`config.mk`:
```
export PLATFORM = sky130hd
export DESIGN_NAME = ftc_trap_ctrl
export DESIGN_NICKNAME = d
export VERILOG_FILES = /design/src/verilog/ftc_pkg.sv /design/src/verilog/ftc_mode_if.sv /design/src/verilog/ftc_trap_ctrl.sv /design/src/verilog/ftc_operand_policy.sv
export SDC_FILE = /design/constraint.sdc
export NUM_CORES = 1
export LEC_CHECK = 0
export ABC_AREA = 1
export BUFFER_PORTS_ARGS = -buffer_cell sky130_fd_sc_hd__buf_4
export CAP_MARGIN = 0
export CORE_ASPECT_RATIO = 1.2
export CORE_UTILIZATION = 42
export DETAILED_ROUTE_END_ITERATION = 6
export PLACE_DENSITY = 0.84
export SETUP_SLACK_MARGIN = 0.1
export SKIP_CTS_REPAIR_TIMING = 1
export SYNTH_ARGS = -nofsm -noshare
export SYNTH_HDL_FRONTEND = slang
export SYNTH_SLANG_ARGS = --single-unit
```
`constraint.sdc`:
```
create_clock -name clk_sys -period 2.6 [get_ports clk_sys]
set_input_delay 0.13 -clock clk_sys [delete_from_list [all_inputs] [get_ports clk_sys]]
set_output_delay 0.13 -clock clk_sys [all_outputs]
set_load 0.05 [all_outputs]
```
`src/verilog/ftc_pkg.sv`:
```
// Purpose: Shared constants and types for the trap and rounding control block.
// Assumes: One 32-bit coprocessor control register, reached by index.
// Notes:   Writable fields power up unknown; reset clears only the trap flags, the read data and the zero/unimpl policy outputs, and sets the tiny action to keep.
package ftc_pkg;
   localparam int          FTC_DATA_W      = 32;
   localparam int          FTC_NUM_EXC     = 5;
   localparam logic [4:0]  FTC_CTL_INDEX   = 5'h1C;
   localparam int          FTC_EN_LSB      = 7;
   localparam int          FTC_EN_MSB      = 11;
   localparam int          FTC_FLUSH_BIT   = 2;
   localparam int          FTC_RM_LSB      = 0;
   localparam int          FTC_RM_MSB      = 1;
   localparam logic [31:0] FTC_WR_MASK     = 32'h0000_0F87;
   localparam logic [31:0] FTC_RESET_VAL   = 32'h0000_0000;
   localparam logic [4:0]  FTC_CAUSE_RESET = 5'h00;

   // Exception order matches the enable field, least significant first.
   localparam int FTC_EXC_INEXACT   = 0;
   localparam int FTC_EXC_UNDERFLOW = 1;
   localparam int FTC_EXC_OVERFLOW  = 2;
   localparam int FTC_EXC_DIVZERO   = 3;
   localparam int FTC_EXC_INVALID   = 4;

   typedef enum logic [1:0] {
      FTC_RM_NEAREST = 2'h0,
      FTC_RM_ZERO    = 2'h1,
      FTC_RM_PLUS    = 2'h2,
      FTC_RM_MINUS   = 2'h3
   } ftc_round_t;

   typedef enum logic [1:0] {
      FTC_TINY_ZERO    = 2'h0,
      FTC_TINY_SMALLEST_NORMAL_VALUE = 2'h1,
      FTC_TINY_KEEP    = 2'h3
   } ftc_tiny_t;
endpackage : ftc_pkg

```
`src/verilog/ftc_mode_if.sv`:
```
// Purpose: Carries the live mode settings from the register to the operand policy.
// Assumes: Single clock domain.
// Notes:   None.
`timescale 1ns/10ps
interface ftc_mode_if;
   import ftc_pkg::*;
   logic       flushOn;
   ftc_round_t roundSel;
   modport ctl (output flushOn, output roundSel);
   modport pol (input flushOn, input roundSel);
endinterface : ftc_mode_if

```
`src/verilog/ftc_trap_ctrl.sv`:
```
// Purpose: Trap enable, flush and rounding control register with trap raising.
// Assumes: The core writes by coprocessor index; datapath causes are synchronous.
// Notes:   Writable fields hold no reset; software programs them before use.
`timescale 1ns/10ps
module ftc_trap_ctrl (
   input  wire logic                         clk_sys,
   input  wire logic                         resetn,
   input  wire logic                         regWrite,
   input  wire logic [4:0]                   regIndex,
   input  wire logic [ftc_pkg::FTC_DATA_W-1:0] regWdata,
   output logic [ftc_pkg::FTC_DATA_W-1:0]    regRdata,
   input  wire logic                         causeValid,
   input  wire logic [ftc_pkg::FTC_NUM_EXC-1:0] causeBits,
   input  wire logic                         statusWrite,
   input  wire logic [ftc_pkg::FTC_NUM_EXC-1:0] statusCause,
   input  wire logic                         opValid,
   input  wire logic                         denormIn,
   input  wire logic                         tinyOut,
   input  wire logic                         resultNeg,
   output logic                              trapTaken,
   output logic [ftc_pkg::FTC_NUM_EXC-1:0]   trapCause,
   output logic                              flushOut,
   output ftc_pkg::ftc_round_t               roundOut,
   output logic                              zeroOperand,
   output logic                              unimplOp,
   output ftc_pkg::ftc_tiny_t                tinyAction
);
   import ftc_pkg::*;

   typedef struct packed {
      logic [FTC_DATA_W-1:0]  ctl;
      logic [FTC_DATA_W-1:0]  rdata;
      logic                   trap;
      logic [FTC_NUM_EXC-1:0] cause;
   } ftc_ctl_state_t;

   ftc_ctl_state_t s_q;
   ftc_ctl_state_t s_d;

   logic [FTC_NUM_EXC-1:0] exceptionTrapMask;
   logic [FTC_NUM_EXC-1:0] hitArith;
   logic [FTC_NUM_EXC-1:0] hitStatus;
   logic [FTC_NUM_EXC-1:0] hitAll;
   logic                   ctlSel;
   ftc_mode_if             modeBus ();

   assign ctlSel            = (regIndex == FTC_CTL_INDEX);
   assign exceptionTrapMask = s_q.ctl[FTC_EN_MSB:FTC_EN_LSB];

   genvar g;
   generate
      for (g = 0; g < FTC_NUM_EXC; g++) begin : g_exc
         assign hitArith[g]  = causeValid && causeBits[g] && exceptionTrapMask[g];
         assign hitStatus[g] = statusWrite && statusCause[g] && exceptionTrapMask[g];

         property p_arith_bit;
            @(posedge clk_sys) disable iff (!resetn)
            causeValid && causeBits[g] && exceptionTrapMask[g] |=> trapCause[g];
         endproperty
         a_arith_bit: assert property (p_arith_bit) else $error("Arithmetic cause bit lost");
         property p_status_bit;
            @(posedge clk_sys) disable iff (!resetn)
            statusWrite && statusCause[g] && exceptionTrapMask[g] |=> trapCause[g];
         endproperty
         a_status_bit: assert property (p_status_bit) else $error("Status cause bit lost");
      end
   endgenerate

   // The enable field must hold exactly one bit per exception cause.
   if (FTC_EN_MSB - FTC_EN_LSB + 1 != FTC_NUM_EXC) begin : g_bad_field
      $error("Enable field width does not match the cause count");
   end
   assign hitAll = hitArith | hitStatus;

   always_comb begin
      s_d       = s_q;
      if (regWrite && ctlSel) begin
         // Only the enable, flush and rounding fields take the written value.
         s_d.ctl = regWdata & FTC_WR_MASK;
      end
      s_d.rdata = (ctlSel ? s_d.ctl : FTC_RESET_VAL) & FTC_WR_MASK;
      s_d.trap  = |hitAll;
      s_d.cause = hitAll;
   end

   always_ff @(posedge clk_sys or negedge resetn) begin
      if (!resetn) begin
         // Control fields stay out of reset, so they power up unknown and keep their value.
         s_q.rdata <= FTC_RESET_VAL;
         s_q.trap  <= 1'b0;
         s_q.cause <= FTC_CAUSE_RESET;
      end else begin
         s_q <= s_d;
      end
   end

   assign modeBus.flushOn  = s_q.ctl[FTC_FLUSH_BIT];
   assign modeBus.roundSel = ftc_round_t'(s_q.ctl[FTC_RM_MSB:FTC_RM_LSB]);

   ftc_operand_policy u_policy (
      .clk_sys     (clk_sys),
      .resetn      (resetn),
      .mode        (modeBus),
      .opValid     (opValid),
      .denormIn    (denormIn),
      .tinyOut     (tinyOut),
      .resultNeg   (resultNeg),
      .zeroOperand (zeroOperand),
      .unimplOp    (unimplOp),
      .tinyAction  (tinyAction)
   );

   assign regRdata  = s_q.rdata;
   assign trapTaken = s_q.trap;
   assign trapCause = s_q.cause;
   assign flushOut  = s_q.ctl[FTC_FLUSH_BIT];
   assign roundOut  = ftc_round_t'(s_q.ctl[FTC_RM_MSB:FTC_RM_LSB]);

   property p_reserved_zero;
      @(posedge clk_sys) disable iff (!resetn)
      (regRdata & ~FTC_WR_MASK) == 32'h0000_0000;
   endproperty
   a_reserved_zero: assert property (p_reserved_zero) else $error("Reserved bits nonzero");

   property p_readback;
      @(posedge clk_sys) disable iff (!resetn)
      regWrite && ctlSel ##1 !regWrite && ctlSel |=> regRdata == ($past(regWdata, 2) & FTC_WR_MASK);
   endproperty
   a_readback: assert property (p_readback) else $error("Readback mismatch");

   property p_trap_enabled;
      @(posedge clk_sys) disable iff (!resetn)
      causeValid && |(causeBits & exceptionTrapMask) |=> trapTaken;
   endproperty
   a_trap_enabled: assert property (p_trap_enabled) else $error("Enabled trap missed");

   property p_trap_masked;
      @(posedge clk_sys) disable iff (!resetn)
      !(causeValid && |(causeBits & exceptionTrapMask))
      && !(statusWrite && |(statusCause & exceptionTrapMask)) |=> !trapTaken;
   endproperty
   a_trap_masked: assert property (p_trap_masked) else $error("Masked trap taken");

   property p_status_trap;
      @(posedge clk_sys) disable iff (!resetn)
      statusWrite && |(statusCause & exceptionTrapMask) |=> trapTaken && trapCause != 5'h00;
   endproperty
   a_status_trap: assert property (p_status_trap) else $error("Status write trap missed");

   property p_round_follow;
      @(posedge clk_sys) disable iff (!resetn)
      regWrite && ctlSel |=> roundOut == ftc_round_t'($past(regWdata[1:0]));
   endproperty
   a_round_follow: assert property (p_round_follow) else $error("Rounding field wrong");

   property p_write_readback;
      @(posedge clk_sys) disable iff (!resetn)
      regWrite && ctlSel |=> regRdata == ($past(regWdata) & FTC_WR_MASK);
   endproperty
   a_write_readback: assert property (p_write_readback) else $error("Write not read back");

   property p_flush_follow;
      @(posedge clk_sys) disable iff (!resetn)
      regWrite && ctlSel |=> flushOut == $past(regWdata[FTC_FLUSH_BIT]);
   endproperty
   a_flush_follow: assert property (p_flush_follow) else $error("Flush field wrong");

   property p_other_index_zero;
      @(posedge clk_sys) disable iff (!resetn)
      !ctlSel |=> regRdata == 32'h0000_0000;
   endproperty
   a_other_index_zero: assert property (p_other_index_zero) else $error("Other index nonzero");

   property p_other_write_ignored;
      @(posedge clk_sys) disable iff (!resetn)
      regWrite && !ctlSel |=> flushOut == $past(flushOut) && roundOut == $past(roundOut)
         && exceptionTrapMask == $past(exceptionTrapMask);
   endproperty
   a_other_write_ignored: assert property (p_other_write_ignored) else $error("Stray write landed");

   property p_cause_enabled_only;
      @(posedge clk_sys) disable iff (!resetn)
      causeValid || statusWrite |=> (trapCause & ~$past(exceptionTrapMask)) == 5'h00;
   endproperty
   a_cause_enabled_only: assert property (p_cause_enabled_only) else $error("Masked cause shown");

   property p_tiny_plus;
      @(posedge clk_sys) disable iff (!resetn)
      opValid && tinyOut && flushOut && roundOut == FTC_RM_PLUS && !resultNeg
      |=> tinyAction == FTC_TINY_SMALLEST_NORMAL_VALUE;
   endproperty
   a_tiny_plus: assert property (p_tiny_plus) else $error("Tiny plus wrong");

   property p_tiny_toward_zero;
      @(posedge clk_sys) disable iff (!resetn)
      opValid && tinyOut && flushOut && roundOut == FTC_RM_ZERO
      |=> tinyAction == FTC_TINY_ZERO;
   endproperty
   a_tiny_toward_zero: assert property (p_tiny_toward_zero) else $error("Tiny zero wrong");

   property p_tiny_keep;
      @(posedge clk_sys) disable iff (!resetn)
      opValid && tinyOut && !flushOut |=> tinyAction == FTC_TINY_KEEP;
   endproperty
   a_tiny_keep: assert property (p_tiny_keep) else $error("Tiny flushed without flush");

   property p_op_quiet;
      @(posedge clk_sys) disable iff (!resetn)
      !opValid |=> !zeroOperand && !unimplOp && tinyAction == FTC_TINY_KEEP;
   endproperty
   a_op_quiet: assert property (p_op_quiet) else $error("Policy active without op");

   property p_unimpl_needs_denorm;
      @(posedge clk_sys) disable iff (!resetn)
      !(opValid && denormIn) |=> !unimplOp;
   endproperty
   a_unimpl_needs_denorm: assert property (p_unimpl_needs_denorm) else $error("Spurious unimpl");
endmodule : ftc_trap_ctrl

```
`src/verilog/ftc_operand_policy.sv`:
```
// Purpose: Decides denormal operand and tiny result handling from the modes.
// Assumes: Flags arrive with the operation they describe.
// Notes:   Outputs are registered, one cycle after the request.
`timescale 1ns/10ps
module ftc_operand_policy (
   input  wire logic                 clk_sys,
   input  wire logic                 resetn,
   ftc_mode_if.pol                   mode,
   input  wire logic                 opValid,
   input  wire logic                 denormIn,
   input  wire logic                 tinyOut,
   input  wire logic                 resultNeg,
   output logic                      zeroOperand,
   output logic                      unimplOp,
   output ftc_pkg::ftc_tiny_t        tinyAction
);
   import ftc_pkg::*;

   typedef struct packed {
      logic       zeroOp;
      logic       unimpl;
      ftc_tiny_t  tiny;
   } ftc_pol_state_t;

   ftc_pol_state_t s_q;
   ftc_pol_state_t s_d;

   always_comb begin
      s_d        = '{zeroOp: 1'b0, unimpl: 1'b0, tiny: FTC_TINY_KEEP};
      if (opValid && denormIn) begin
         s_d.zeroOp = mode.flushOn;
         s_d.unimpl = !mode.flushOn;
      end
      if (opValid && tinyOut && mode.flushOn) begin
         // Directed rounding away from zero lands on the smallest normal value.
         case (mode.roundSel)
            FTC_RM_PLUS:  s_d.tiny = resultNeg ? FTC_TINY_ZERO : FTC_TINY_SMALLEST_NORMAL_VALUE;
            FTC_RM_MINUS: s_d.tiny = resultNeg ? FTC_TINY_SMALLEST_NORMAL_VALUE : FTC_TINY_ZERO;
            default:      s_d.tiny = FTC_TINY_ZERO;
         endcase
      end
   end

   always_ff @(posedge clk_sys or negedge resetn) begin
      if (!resetn) begin
         s_q <= '{zeroOp: 1'b0, unimpl: 1'b0, tiny: FTC_TINY_KEEP};
      end else begin
         s_q <= s_d;
      end
   end

   assign zeroOperand = s_q.zeroOp;
   assign unimplOp    = s_q.unimpl;
   assign tinyAction  = s_q.tiny;

   property p_flush_operand;
      @(posedge clk_sys) disable iff (!resetn)
      opValid && denormIn |=> (zeroOperand == $past(mode.flushOn)) && (unimplOp != zeroOperand);
   endproperty
   a_flush_operand: assert property (p_flush_operand) else $error("Denormal policy wrong");

   property p_no_flush_unimpl;
      @(posedge clk_sys) disable iff (!resetn)
      opValid && denormIn && !mode.flushOn |=> unimplOp;
   endproperty
   a_no_flush_unimpl: assert property (p_no_flush_unimpl) else $error("Missing unimpl");

   property p_tiny_minus;
      @(posedge clk_sys) disable iff (!resetn)
      opValid && tinyOut && mode.flushOn && mode.roundSel == FTC_RM_MINUS && resultNeg
      |=> tinyAction == FTC_TINY_SMALLEST_NORMAL_VALUE;
   endproperty
   a_tiny_minus: assert property (p_tiny_minus) else $error("Tiny minus wrong");

   property p_tiny_near;
      @(posedge clk_sys) disable iff (!resetn)
      opValid && tinyOut && mode.flushOn && mode.roundSel == FTC_RM_NEAREST
      |=> tinyAction == FTC_TINY_ZERO;
   endproperty
   a_tiny_near: assert property (p_tiny_near) else $error("Tiny nearest wrong");
endmodule : ftc_operand_policy

```
==> flow_summary.toml, run 1 <==
[final_layout]
area.growth.synth_to_final_pct = 29.9
final_util_pct = 59.2
mostFrequentLayoutCell = "buf_4"
drive_gt1_share_pct = 31.0
nFillCells = 276
final_cell_mix = "buf_4, nand2_1, inv_1"
layout.nets = 257
antenna_cells = 0
fin_area_um2 = 1700

[critical_path]
cp_common_cell = "dlygate4sd3_1"
cp.arrival_ns = 1.42
worst-path-stages = 4
cp.required_ns = 2.86
cpPeakStageDelay_ns = 0.54
worstSetupEndpointType = "flop"
rr_startpoint = "flushOut$_DFFE_PP_"
cp_slowest_cell = "dlygate4sd3_1"
critPathKind = "in -> reg"
r2r_end = "u_policy.tinyAction[1]$_DFF_PN1_"
cp-start-kind = "input port"
crit_buf_inv = 3
path_cells = "dlygate4sd3_1, buf_4, nand3_1, dlygate4sd3_1"
cp_top_family = "buffers and inverters"
ff2ff_setup_slack_ns = 1.45
cp_max_fo = 2
critical_path.startpoint = "tinyOut"
reg2regPathDepth = 2
crit_end = "u_policy.tinyAction[1]$_DFF_PN1_"

[global_route]
grt.met3_usage_pct = 1.69
gr-usage-met2_pct = 28.2
grt_most_used_layer = "met2"
first_global_vias = 892
grt_max_degree = 27
grt_first_pass_wirelength_um = 3730
gr-usage-met1_pct = 16.0
grt_util_all_layers_pct = 15.0
grt-ovfl-total = 0
antenna_found_initial = 0

[drt]
drc = 0
ant_nets = 0
num_vias = 1018
routed_wl_um = 2330
vias_per_cell = 4.35
drt-initial-drc-count = 15
wl_per_cell_um = 9.96
drtPass1Iterations = 4

[synth]
synth_cell_type_count = 19
postSynthCellCount = 143
yosysSeqAreaShare_pct = 53.1
syn_area_um2 = 1310
ys_ff_latch = 26
avgSynthCellArea_um2 = 9.13
synth_warnings = 0

[timing]
timing.fmax_mhz = 859
skew_ns = 0.00874
setup_tns_ns = 0
rsz0062_at_grt = "false"
finalCritPeriodShare_pct = 44.8
hold_viol = 0
maxSlewViolCount = 0
setup_violations = 0
min_period_ns = 1.16

[cts]
cts_max_level = 1
clkTransAtPathRegs_ns = 0.12
cts_tree = "built"
clock_latency_ns = 0.31
clock_sinks = 26
cts_buffers = 3
clockBufferDepth = 2
clockRootBuffer = "clkbuf_4"

[die]
dieArea_um2 = 3340
num_rows = 21
ios = 101
die_h_um = 63.1
core_area_um2 = 2860
start_util_pct = 45.6
die_w_um = 52.9

[power_and_ir_drop]
power_uw = 860
power.density_nw_per_um2 = 507
vdd_drop_max_mv = 0.255
static-leakage-power_uw = 0.000982

[placement]
placed_area_um2 = 1640
hpwl_um = 1800
place_congestion = 0.675
portBuffers = 52

[job]
drv_cap = 0

[min_path]
hold_class = "in -> reg"

[status]
status = "complete, no violations"
## power breakdown
group | internal, uW | switching, uW | total (uW)
Combinational | 64.5 | 176 | 241
Clock | 59.9 | 112 | 171
Sequential | 442 | 6.02 | 448
Total | 566 | 294 | 860
## routing by layer
metal  share of wire (%)  wire length (um)  up-vias
met3                 7.6               176        4
met2                  53              1250       52
met4                 1.5                35        0
met1                  37               873      459
met5                   0                 0        -
li1                    -                 -      503
## sequential cells by signal, indices dropped and copies added (netlist names)
name,cells
regRdata,8
u_policy.tinyAction,2
u_policy.zeroOperand,1
flushOut,1
exceptionTrapMask,5
trapTaken,1
roundOut,2
trapCause,5
u_policy.unimplOp,1
## area by class of cell
type,instances,area (um^2),share of cell area (%)
clock buffers,4,26.3,1.55
inverters,28,105,6.19
repair buffers,55,420,24.8
flip-flops and latches,26,693,40.9
multi-input cells,87,409,24.1
well taps,34,42.5,2.51
## cells in the mapped netlist
| cell type | number | area, um^2 |
|---|---|---|
| nand2_1 | 31 | 116 |
| inv_1 | 26 | 97.6 |
| buf_4 | 24 | 180 |
| dfrtp_1 | 16 | 400 |
| nor2_1 | 11 | 41.3 |
| edfxtp_1 | 8 | 240 |
| nand4_1 | 8 | 50.1 |
| a21oi_1 | 4 | 20.0 |
| dfstp_2 | 2 | 52.6 |
| nand3_1 | 2 | 10.0 |
| nor2_8 | 2 | 40.0 |
| nor3_1 | 2 | 10.0 |
| clkbuf_2 | 1 | 5.00 |
| clkinv_1 | 1 | 3.75 |
| conb_1 | 1 | 3.75 |
| inv_2 | 1 | 3.75 |
| nand2_2 | 1 | 6.26 |
| nand3_4 | 1 | 17.5 |
| o21bai_1 | 1 | 7.51 |
## worst min-delay path, delay by kind of cell
| kind | cells | cell delay (ns) |
|---|---|---|
| buf+inv | 1 | 0.09 |
| compound gates | 1 | 0.06 |
| simple gates | 2 | 0.09 |
## cell families (layout without fill, tap and decap cells)
logic type / after synthesis / in the layout / synth area share (%)
buffers and inverters: 53 / 87 / 22.2
AND/OR/NAND/NOR: 58 / 58 / 22.3
flip-flops: 26 / 26 / 53.1
other: 1 / 24 / 0.287
AO/OA/AOI/OAI: 5 / 5 / 2.11
## stage by stage
stage | hold slack [ns] | setup slack (ns) | std cells
final | 0.0533 | 1.44 | 234
after global placement | 0.0453 | 1.64 | 227
after detailed placement | 0.0495 | 1.62 | 227
after floorplan | -0.166 | 1.45 | 166
after CTS | -0.303 | 1.43 | 231
after global routing | 0.0474 | 1.39 | 234
## worst min-delay path by stage
stage / to / from / slack [ns] / cells after the start
after floorplan: regRdata[0]$_DFF_PN0_ / resetn / -0.17 / 0
after global placement: trapCause[2]$_DFF_PN0_ / resetn / 0.05 / 1
after detailed placement: trapCause[2]$_DFF_PN0_ / resetn / 0.05 / 1
after CTS: trapCause[2]$_DFF_PN0_ / resetn / -0.30 / 1
after global routing: u_policy.zeroOperand$_DFF_PN0_ / denormIn / 0.05 / 3
final: u_policy.tinyAction[0]$_DFF_PN1_ / resultNeg / 0.05 / 4
Power figures use the tool's default switching activity.
==> inputs of run 2 (changes only) <==
--- a/config.mk
+++ b/config.mk
@@ -5,13 +5,13 @@
 export SDC_FILE = /design/constraint.sdc
 export NUM_CORES = 1
 export LEC_CHECK = 0
-export ABC_AREA = 1
+export ABC_AREA = 0
 export BUFFER_PORTS_ARGS = -buffer_cell sky130_fd_sc_hd__buf_4
 export CAP_MARGIN = 0
 export CORE_ASPECT_RATIO = 1.2
-export CORE_UTILIZATION = 42
+export CORE_UTILIZATION = 38
 export DETAILED_ROUTE_END_ITERATION = 6
-export PLACE_DENSITY = 0.84
+export PLACE_DENSITY = 0.79
 export SETUP_SLACK_MARGIN = 0.1
 export SKIP_CTS_REPAIR_TIMING = 1
 export SYNTH_ARGS = -nofsm -noshare
==> constraint.sdc (replaced) <==
create_clock -name clk_sys -period 1.1 [get_ports clk_sys]
set_input_delay 0.055 -clock clk_sys [delete_from_list [all_inputs] [get_ports clk_sys]]
set_output_delay 0.055 -clock clk_sys [all_outputs]
set_load 0.05 [all_outputs]
==> flow_summary.toml, run 2 <==
[synth]
synth_edf_count = 8
yosys-top-cells-area = "dfrtp_1, edfxtp_1, buf_4"
synth_common_cells = "buf_4, dfrtp_1, nor2_1, edfxtp_1, mux2i_1"
synth.most_common_cell = "buf_4"
syn_area_um2 = 1240
synth_top_area_share_pct = 32.2
ys_ff_latch = 26
yosysSeqAreaShare_pct = 55.8
postSynthCellCount = 100
async_reset_ff_share_pct = 69.2
synth_warnings = 0
post-synth-top-area-cell = "dfrtp_1"
ys.flop_type = "dfrtp_1"
synth_cell_type_count = 22
avgSynthCellArea_um2 = 12.4

[die]
dieArea_um2 = 3500
die_h_um = 64.6
start_util_pct = 40.3
die_w_um = 54.2
core_area_um2 = 3080
num_rows = 22
ios = 101

[critical_path]
cp.required_ns = 1.30
cpPeakStageDelay_ns = 0.53
cp.arrival_ns = 1.40
critical_path.startpoint = "exceptionTrapMask[2]$_DFFE_PP_"
worstSetupEndpointType = "flop"
r2r_end = "trapTaken$_DFF_PN0_"
path_cells = "nor2b_1, or4_1"
cp-start-kind = "flop"
crit_end = "trapTaken$_DFF_PN0_"
reg2regPathDepth = 2
rr_startpoint = "exceptionTrapMask[2]$_DFFE_PP_"
cp_max_fo = 2
critPathKind = "reg -> reg"
ff2ff_setup_slack_ns = -0.10
cp_slowest_cell = "or4_1"

[timing]
rsz0062_at_grt = "true"
min_period_ns = 1.20
whs_ns = 0.00147
timing.fmax_mhz = 831
maxSlewViolCount = 0
skew_ns = 0.000774
hold_viol = 0
finalCritPeriodShare_pct = 109
setup_tns_ns = -0.103
setup_slack_ns = -0.103
setup_violations = 1

[drt]
routed_wl_um = 2680
vias_per_cell = 4.50
num_vias = 936
wl_per_cell_um = 12.9
drc = 0
drtPass1Iterations = 4
drt-initial-drc-count = 18
ant_nets = 0

[cts]
cts_tree = "built"
clkTransAtPathRegs_ns = 0.14
clock_sinks = 26
clockBufferDepth = 2
cts_buffers = 3
clockRootBuffer = "clkbuf_4"
cts_max_level = 1
clock_latency_ns = 0.31

[final_layout]
antenna_cells = 0
final_util_pct = 59.9
final-instance-count-excl-fill = 208
drive_gt1_share_pct = 45.3
fin_area_um2 = 1850
layout.nets = 229
largest_reg_flops = 8
final_cell_mix = "buf_4, conb_1, dfrtp_1"
area.growth.synth_to_final_pct = 48.6
mostFrequentLayoutCell = "buf_4"

[placement]
hpwl_um = 1860
place_congestion = 0.701
dp.cells = 192
placed_area_um2 = 1640
portBuffers = 52

[status]
status = "finished with violations"
violations = "setup timing"

[global_route]
grt_util_all_layers_pct = 14.7
grt_max_degree = 27
first_global_vias = 877
grt_first_pass_wirelength_um = 3780
grt-ovfl-total = 0
antenna_found_initial = 0

[power_and_ir_drop]
vdd_drop_max_mv = 0.645
static-leakage-power_uw = 0.000951
power.density_nw_per_um2 = 1150

[job]
drv_cap = 0

[min_path]
hold_class = "in -> reg"
[run 2: cells by family after synthesis]
| family | share of synthesized area, % |
|---|---|
| and+or+nand+nor | 8.86 |
| buffers and inverters | 15.7 |
| DFF | 55.8 |
| AOI/OAI and AO/OA | 4.93 |
| other | 0.302 |
| muxes | 13.7 |
| xor gates and xnor gates | 0.705 |
[run 2: how the worst min path moves through the flow]
stage                 from                              to  slack, ns  depth (start not counted)
3_3_place_gp        resetn  u_policy.zeroOperand$_DFF_PN0_      -0.04                          1
2_1_floorplan       resetn           regRdata[0]$_DFF_PN0_      -0.24                          0
3_5_place_dp        resetn     u_policy.unimplOp$_DFF_PN0_      -0.02                          1
6_report       regWdata[1]           regRdata[1]$_DFF_PN0_      0.001                          3
4_1_cts             resetn          trapCause[0]$_DFF_PN0_      -0.38                          1
5_1_grt        regWdata[1]           regRdata[1]$_DFF_PN0_      0.003                          3
[run 2: metrics by stage]
step	power [uW]	setup slack, ns
CTS	2050	-0.125
detailed placement	1660	-0.102
finish	2120	-0.103
floorplan	1530	-0.120
global route	2220	-0.118
global placement	1640	-0.0488
[run 2: routing by layer]
metal	routed length (um)	vias up	share of wire, %	GRT usage, %
li1	-	439	-	-
met5	0	-	0	0
met3	131	6	4.9	2.35
met2	1530	43	57	25.8
met4	55	0	2.1	5.77
met1	962	448	36	17.0
[run 2: power breakdown]
part | internal, uW | leakage [uW] | switching, uW | total (uW)
Clock | 133 | 0.0000154 | 276 | 409
Sequential | 1050 | 0.000313 | 21.1 | 1070
Combinational | 229 | 0.000622 | 414 | 643
Total | 1410 | 0.000951 | 711 | 2120
[run 2: cell type report]
type,count,area (um^2)
fillers,250,1240
flip-flops and latches,26,693
repair buffers,70,597
multi-input cells,70,478
well taps,36,45.0
clock buffers,3,22.5
inverters,2,7.51
clock inverters,1,3.75
[run 2: critical path, delay by kind of cell, from the launching register on]
| kind | cells | cell delay [ns] |
|---|---|---|
| flip-flops | 1 | 0.41 |
| AND/OR/NAND/NOR | 2 | 0.68 |
==> inputs of run 3 (changes only) <==
==> constraint.sdc (replaced) <==
create_clock -name clk_sys -period 1.1 [get_ports clk_sys]
set_input_delay 0.055 -clock clk_sys [delete_from_list [all_inputs] [get_ports clk_sys]]
set_output_delay 0.055 -clock clk_sys [all_outputs]
set_load 0.1 [all_outputs]
==> flow_summary.toml, run 3 (synthesized netlist as in run 2, its figures left out) <==
[status]
status = "finished with violations"
violations = "hold timing, setup timing"

[critical_path]
critPathKind = "reg -> reg"
crit_buf_inv = 0
cp_top_family = "simple AND/OR/NAND/NOR gates"
cp_max_fo = 2
cp_slowest_cell = "or4_1"
path_cells = "nor2b_1, or4_1"
cp.arrival_ns = 1.39
cp.required_ns = 1.31
r2r_end = "trapTaken$_DFF_PN0_"
rr_startpoint = "exceptionTrapMask[4]$_DFFE_PP_"
cp-start-kind = "flop"
worstSetupEndpointType = "flop"
cpPeakStageDelay_ns = 0.47
reg2regPathDepth = 2
ff2ff_setup_slack_ns = -0.08

[power_and_ir_drop]
clkPwrFrac_pct = 23.9
combPwrFrac_pct = 36.5
p_seq_share_pct = 39.6
p_sw_share_pct = 37.8
static-leakage-power_uw = 0.00102
internal_power_uw = 1700
power.density_nw_per_um2 = 1310
vdd_drop_max_mv = 1.15
p_switching_uw = 1030

[cts]
cts_buffers = 3
clockRootBuffer = "clkbuf_4"
cts_tree = "built"
clkTransAtPathRegs_ns = 0.14
clockBufferDepth = 2
cts_max_level = 1
clock_latency_ns = 0.32
clock_sinks = 26

[die]
dieArea_um2 = 3500
ios = 101
die_h_um = 64.6
core_area_um2 = 3080
start_util_pct = 40.3
die_w_um = 54.2
num_rows = 22

[placement]
hpwl_um = 1900
placed_area_um2 = 1640
pre_cts_ws_ns = -0.111
portBuffers = 52
place_congestion = 0.668

[drt]
routed_wl_um = 3010
num_vias = 938
vias_per_cell = 4.51
drt-initial-drc-count = 9
ant_nets = 0
drc = 0
drtPass1Iterations = 4
wl_per_cell_um = 14.5

[timing]
skew_ns = 0.00389
setup_slack_ns = -0.0820
rsz0062_at_grt = "true"
min_period_ns = 1.18
finalCritPeriodShare_pct = 107
hold_viol = 1
timing.fmax_mhz = 846
maxSlewViolCount = 0
whs_ns = -0.00784
setup_violations = 6

[final_layout]
fin_area_um2 = 2080
mostFrequentLayoutCell = "buf_4"
final_cell_mix = "buf_4, conb_1, buf_12"
drive_gt1_share_pct = 44.8
antenna_cells = 0
area.growth.synth_to_final_pct = 67.6
layout.nets = 229
nFillCells = 219
largest_reg_flops = 8

[global_route]
first_global_vias = 817
grt_first_pass_wirelength_um = 3730
grt_max_degree = 27
antenna_found_initial = 0
grt_util_all_layers_pct = 15.3
grt-ovfl-total = 0

[job]
drv_cap = 0

[min_path]
hold_class = "in -> reg"
hp-start = "regWdata[2]"
worst_hold_path.endpoint = "regRdata[2]$_DFF_PN0_"
holdPathStages = 3
==> run 3: cell type report <==
type | count | area [um^2] | area share [%]
repair buffers | 70 | 806 | 38.7
flip-flops and latches | 26 | 693 | 33.3
multi-input cells | 70 | 478 | 23.0
well taps | 36 | 45.0 | 2.16
clock inverters | 1 | 30.0 | 1.44
clock buffers | 3 | 22.5 | 1.08
inverters | 2 | 7.51 | 0.361
==> run 3: how the worst max path moves through the flow <==
stage,start,to,depth (start not counted)
3_3_place_gp,exceptionTrapMask[1]$_DFFE_PP_,trapTaken$_DFF_PN0_,2
3_5_place_dp,regIndex[1],exceptionTrapMask[3]$_DFFE_PP_,4
6_report,exceptionTrapMask[4]$_DFFE_PP_,trapTaken$_DFF_PN0_,2
5_1_grt,exceptionTrapMask[4]$_DFFE_PP_,trapTaken$_DFF_PN0_,2
4_1_cts,u_policy.tinyAction[0]$_DFF_PN1_,tinyAction[0],1
2_1_floorplan,flushOut$_DFFE_PP_,flushOut$_DFFE_PP_,1
==> run 3: metrics by stage <==
stage / power (uW) / cells / TNS [ns] / util [%]
detailed placement: 1960 / 191 / -0.768 / 53.1
CTS: 2620 / 195 / -0.592 / 54.8
global route: 2820 / 208 / -0.426 / 67.5
floorplan: 1820 / 123 / -2.51 / -
global placement: 1940 / 191 / -0.566 / 53.1
finish: 2730 / 208 / -0.173 / 67.5
==> run 3: power groups by stage <==
stage	clock network (uW)	logic (uW)	registers, uW
finish	654	997	1080
global route	701	1030	1080
CTS	678	872	1070
detailed placement	0	871	1080
global placement	0	860	1080
floorplan	0	511	1310
==> run 3: layer usage <==
metal,global-route usage [%],routed length [um]
met2,25.8,1690
met1,17.5,1120
met5,0,0
met4,7.69,22
met3,3.05,182
==> run 3: worst min-delay path: cells and delay by family <==
| family | cells | cell delay [ns] |
|---|---|---|
| buf+inv | 1 | 0.08 |
| simple gates | 1 | 0.08 |
| mux | 1 | 0.06 |
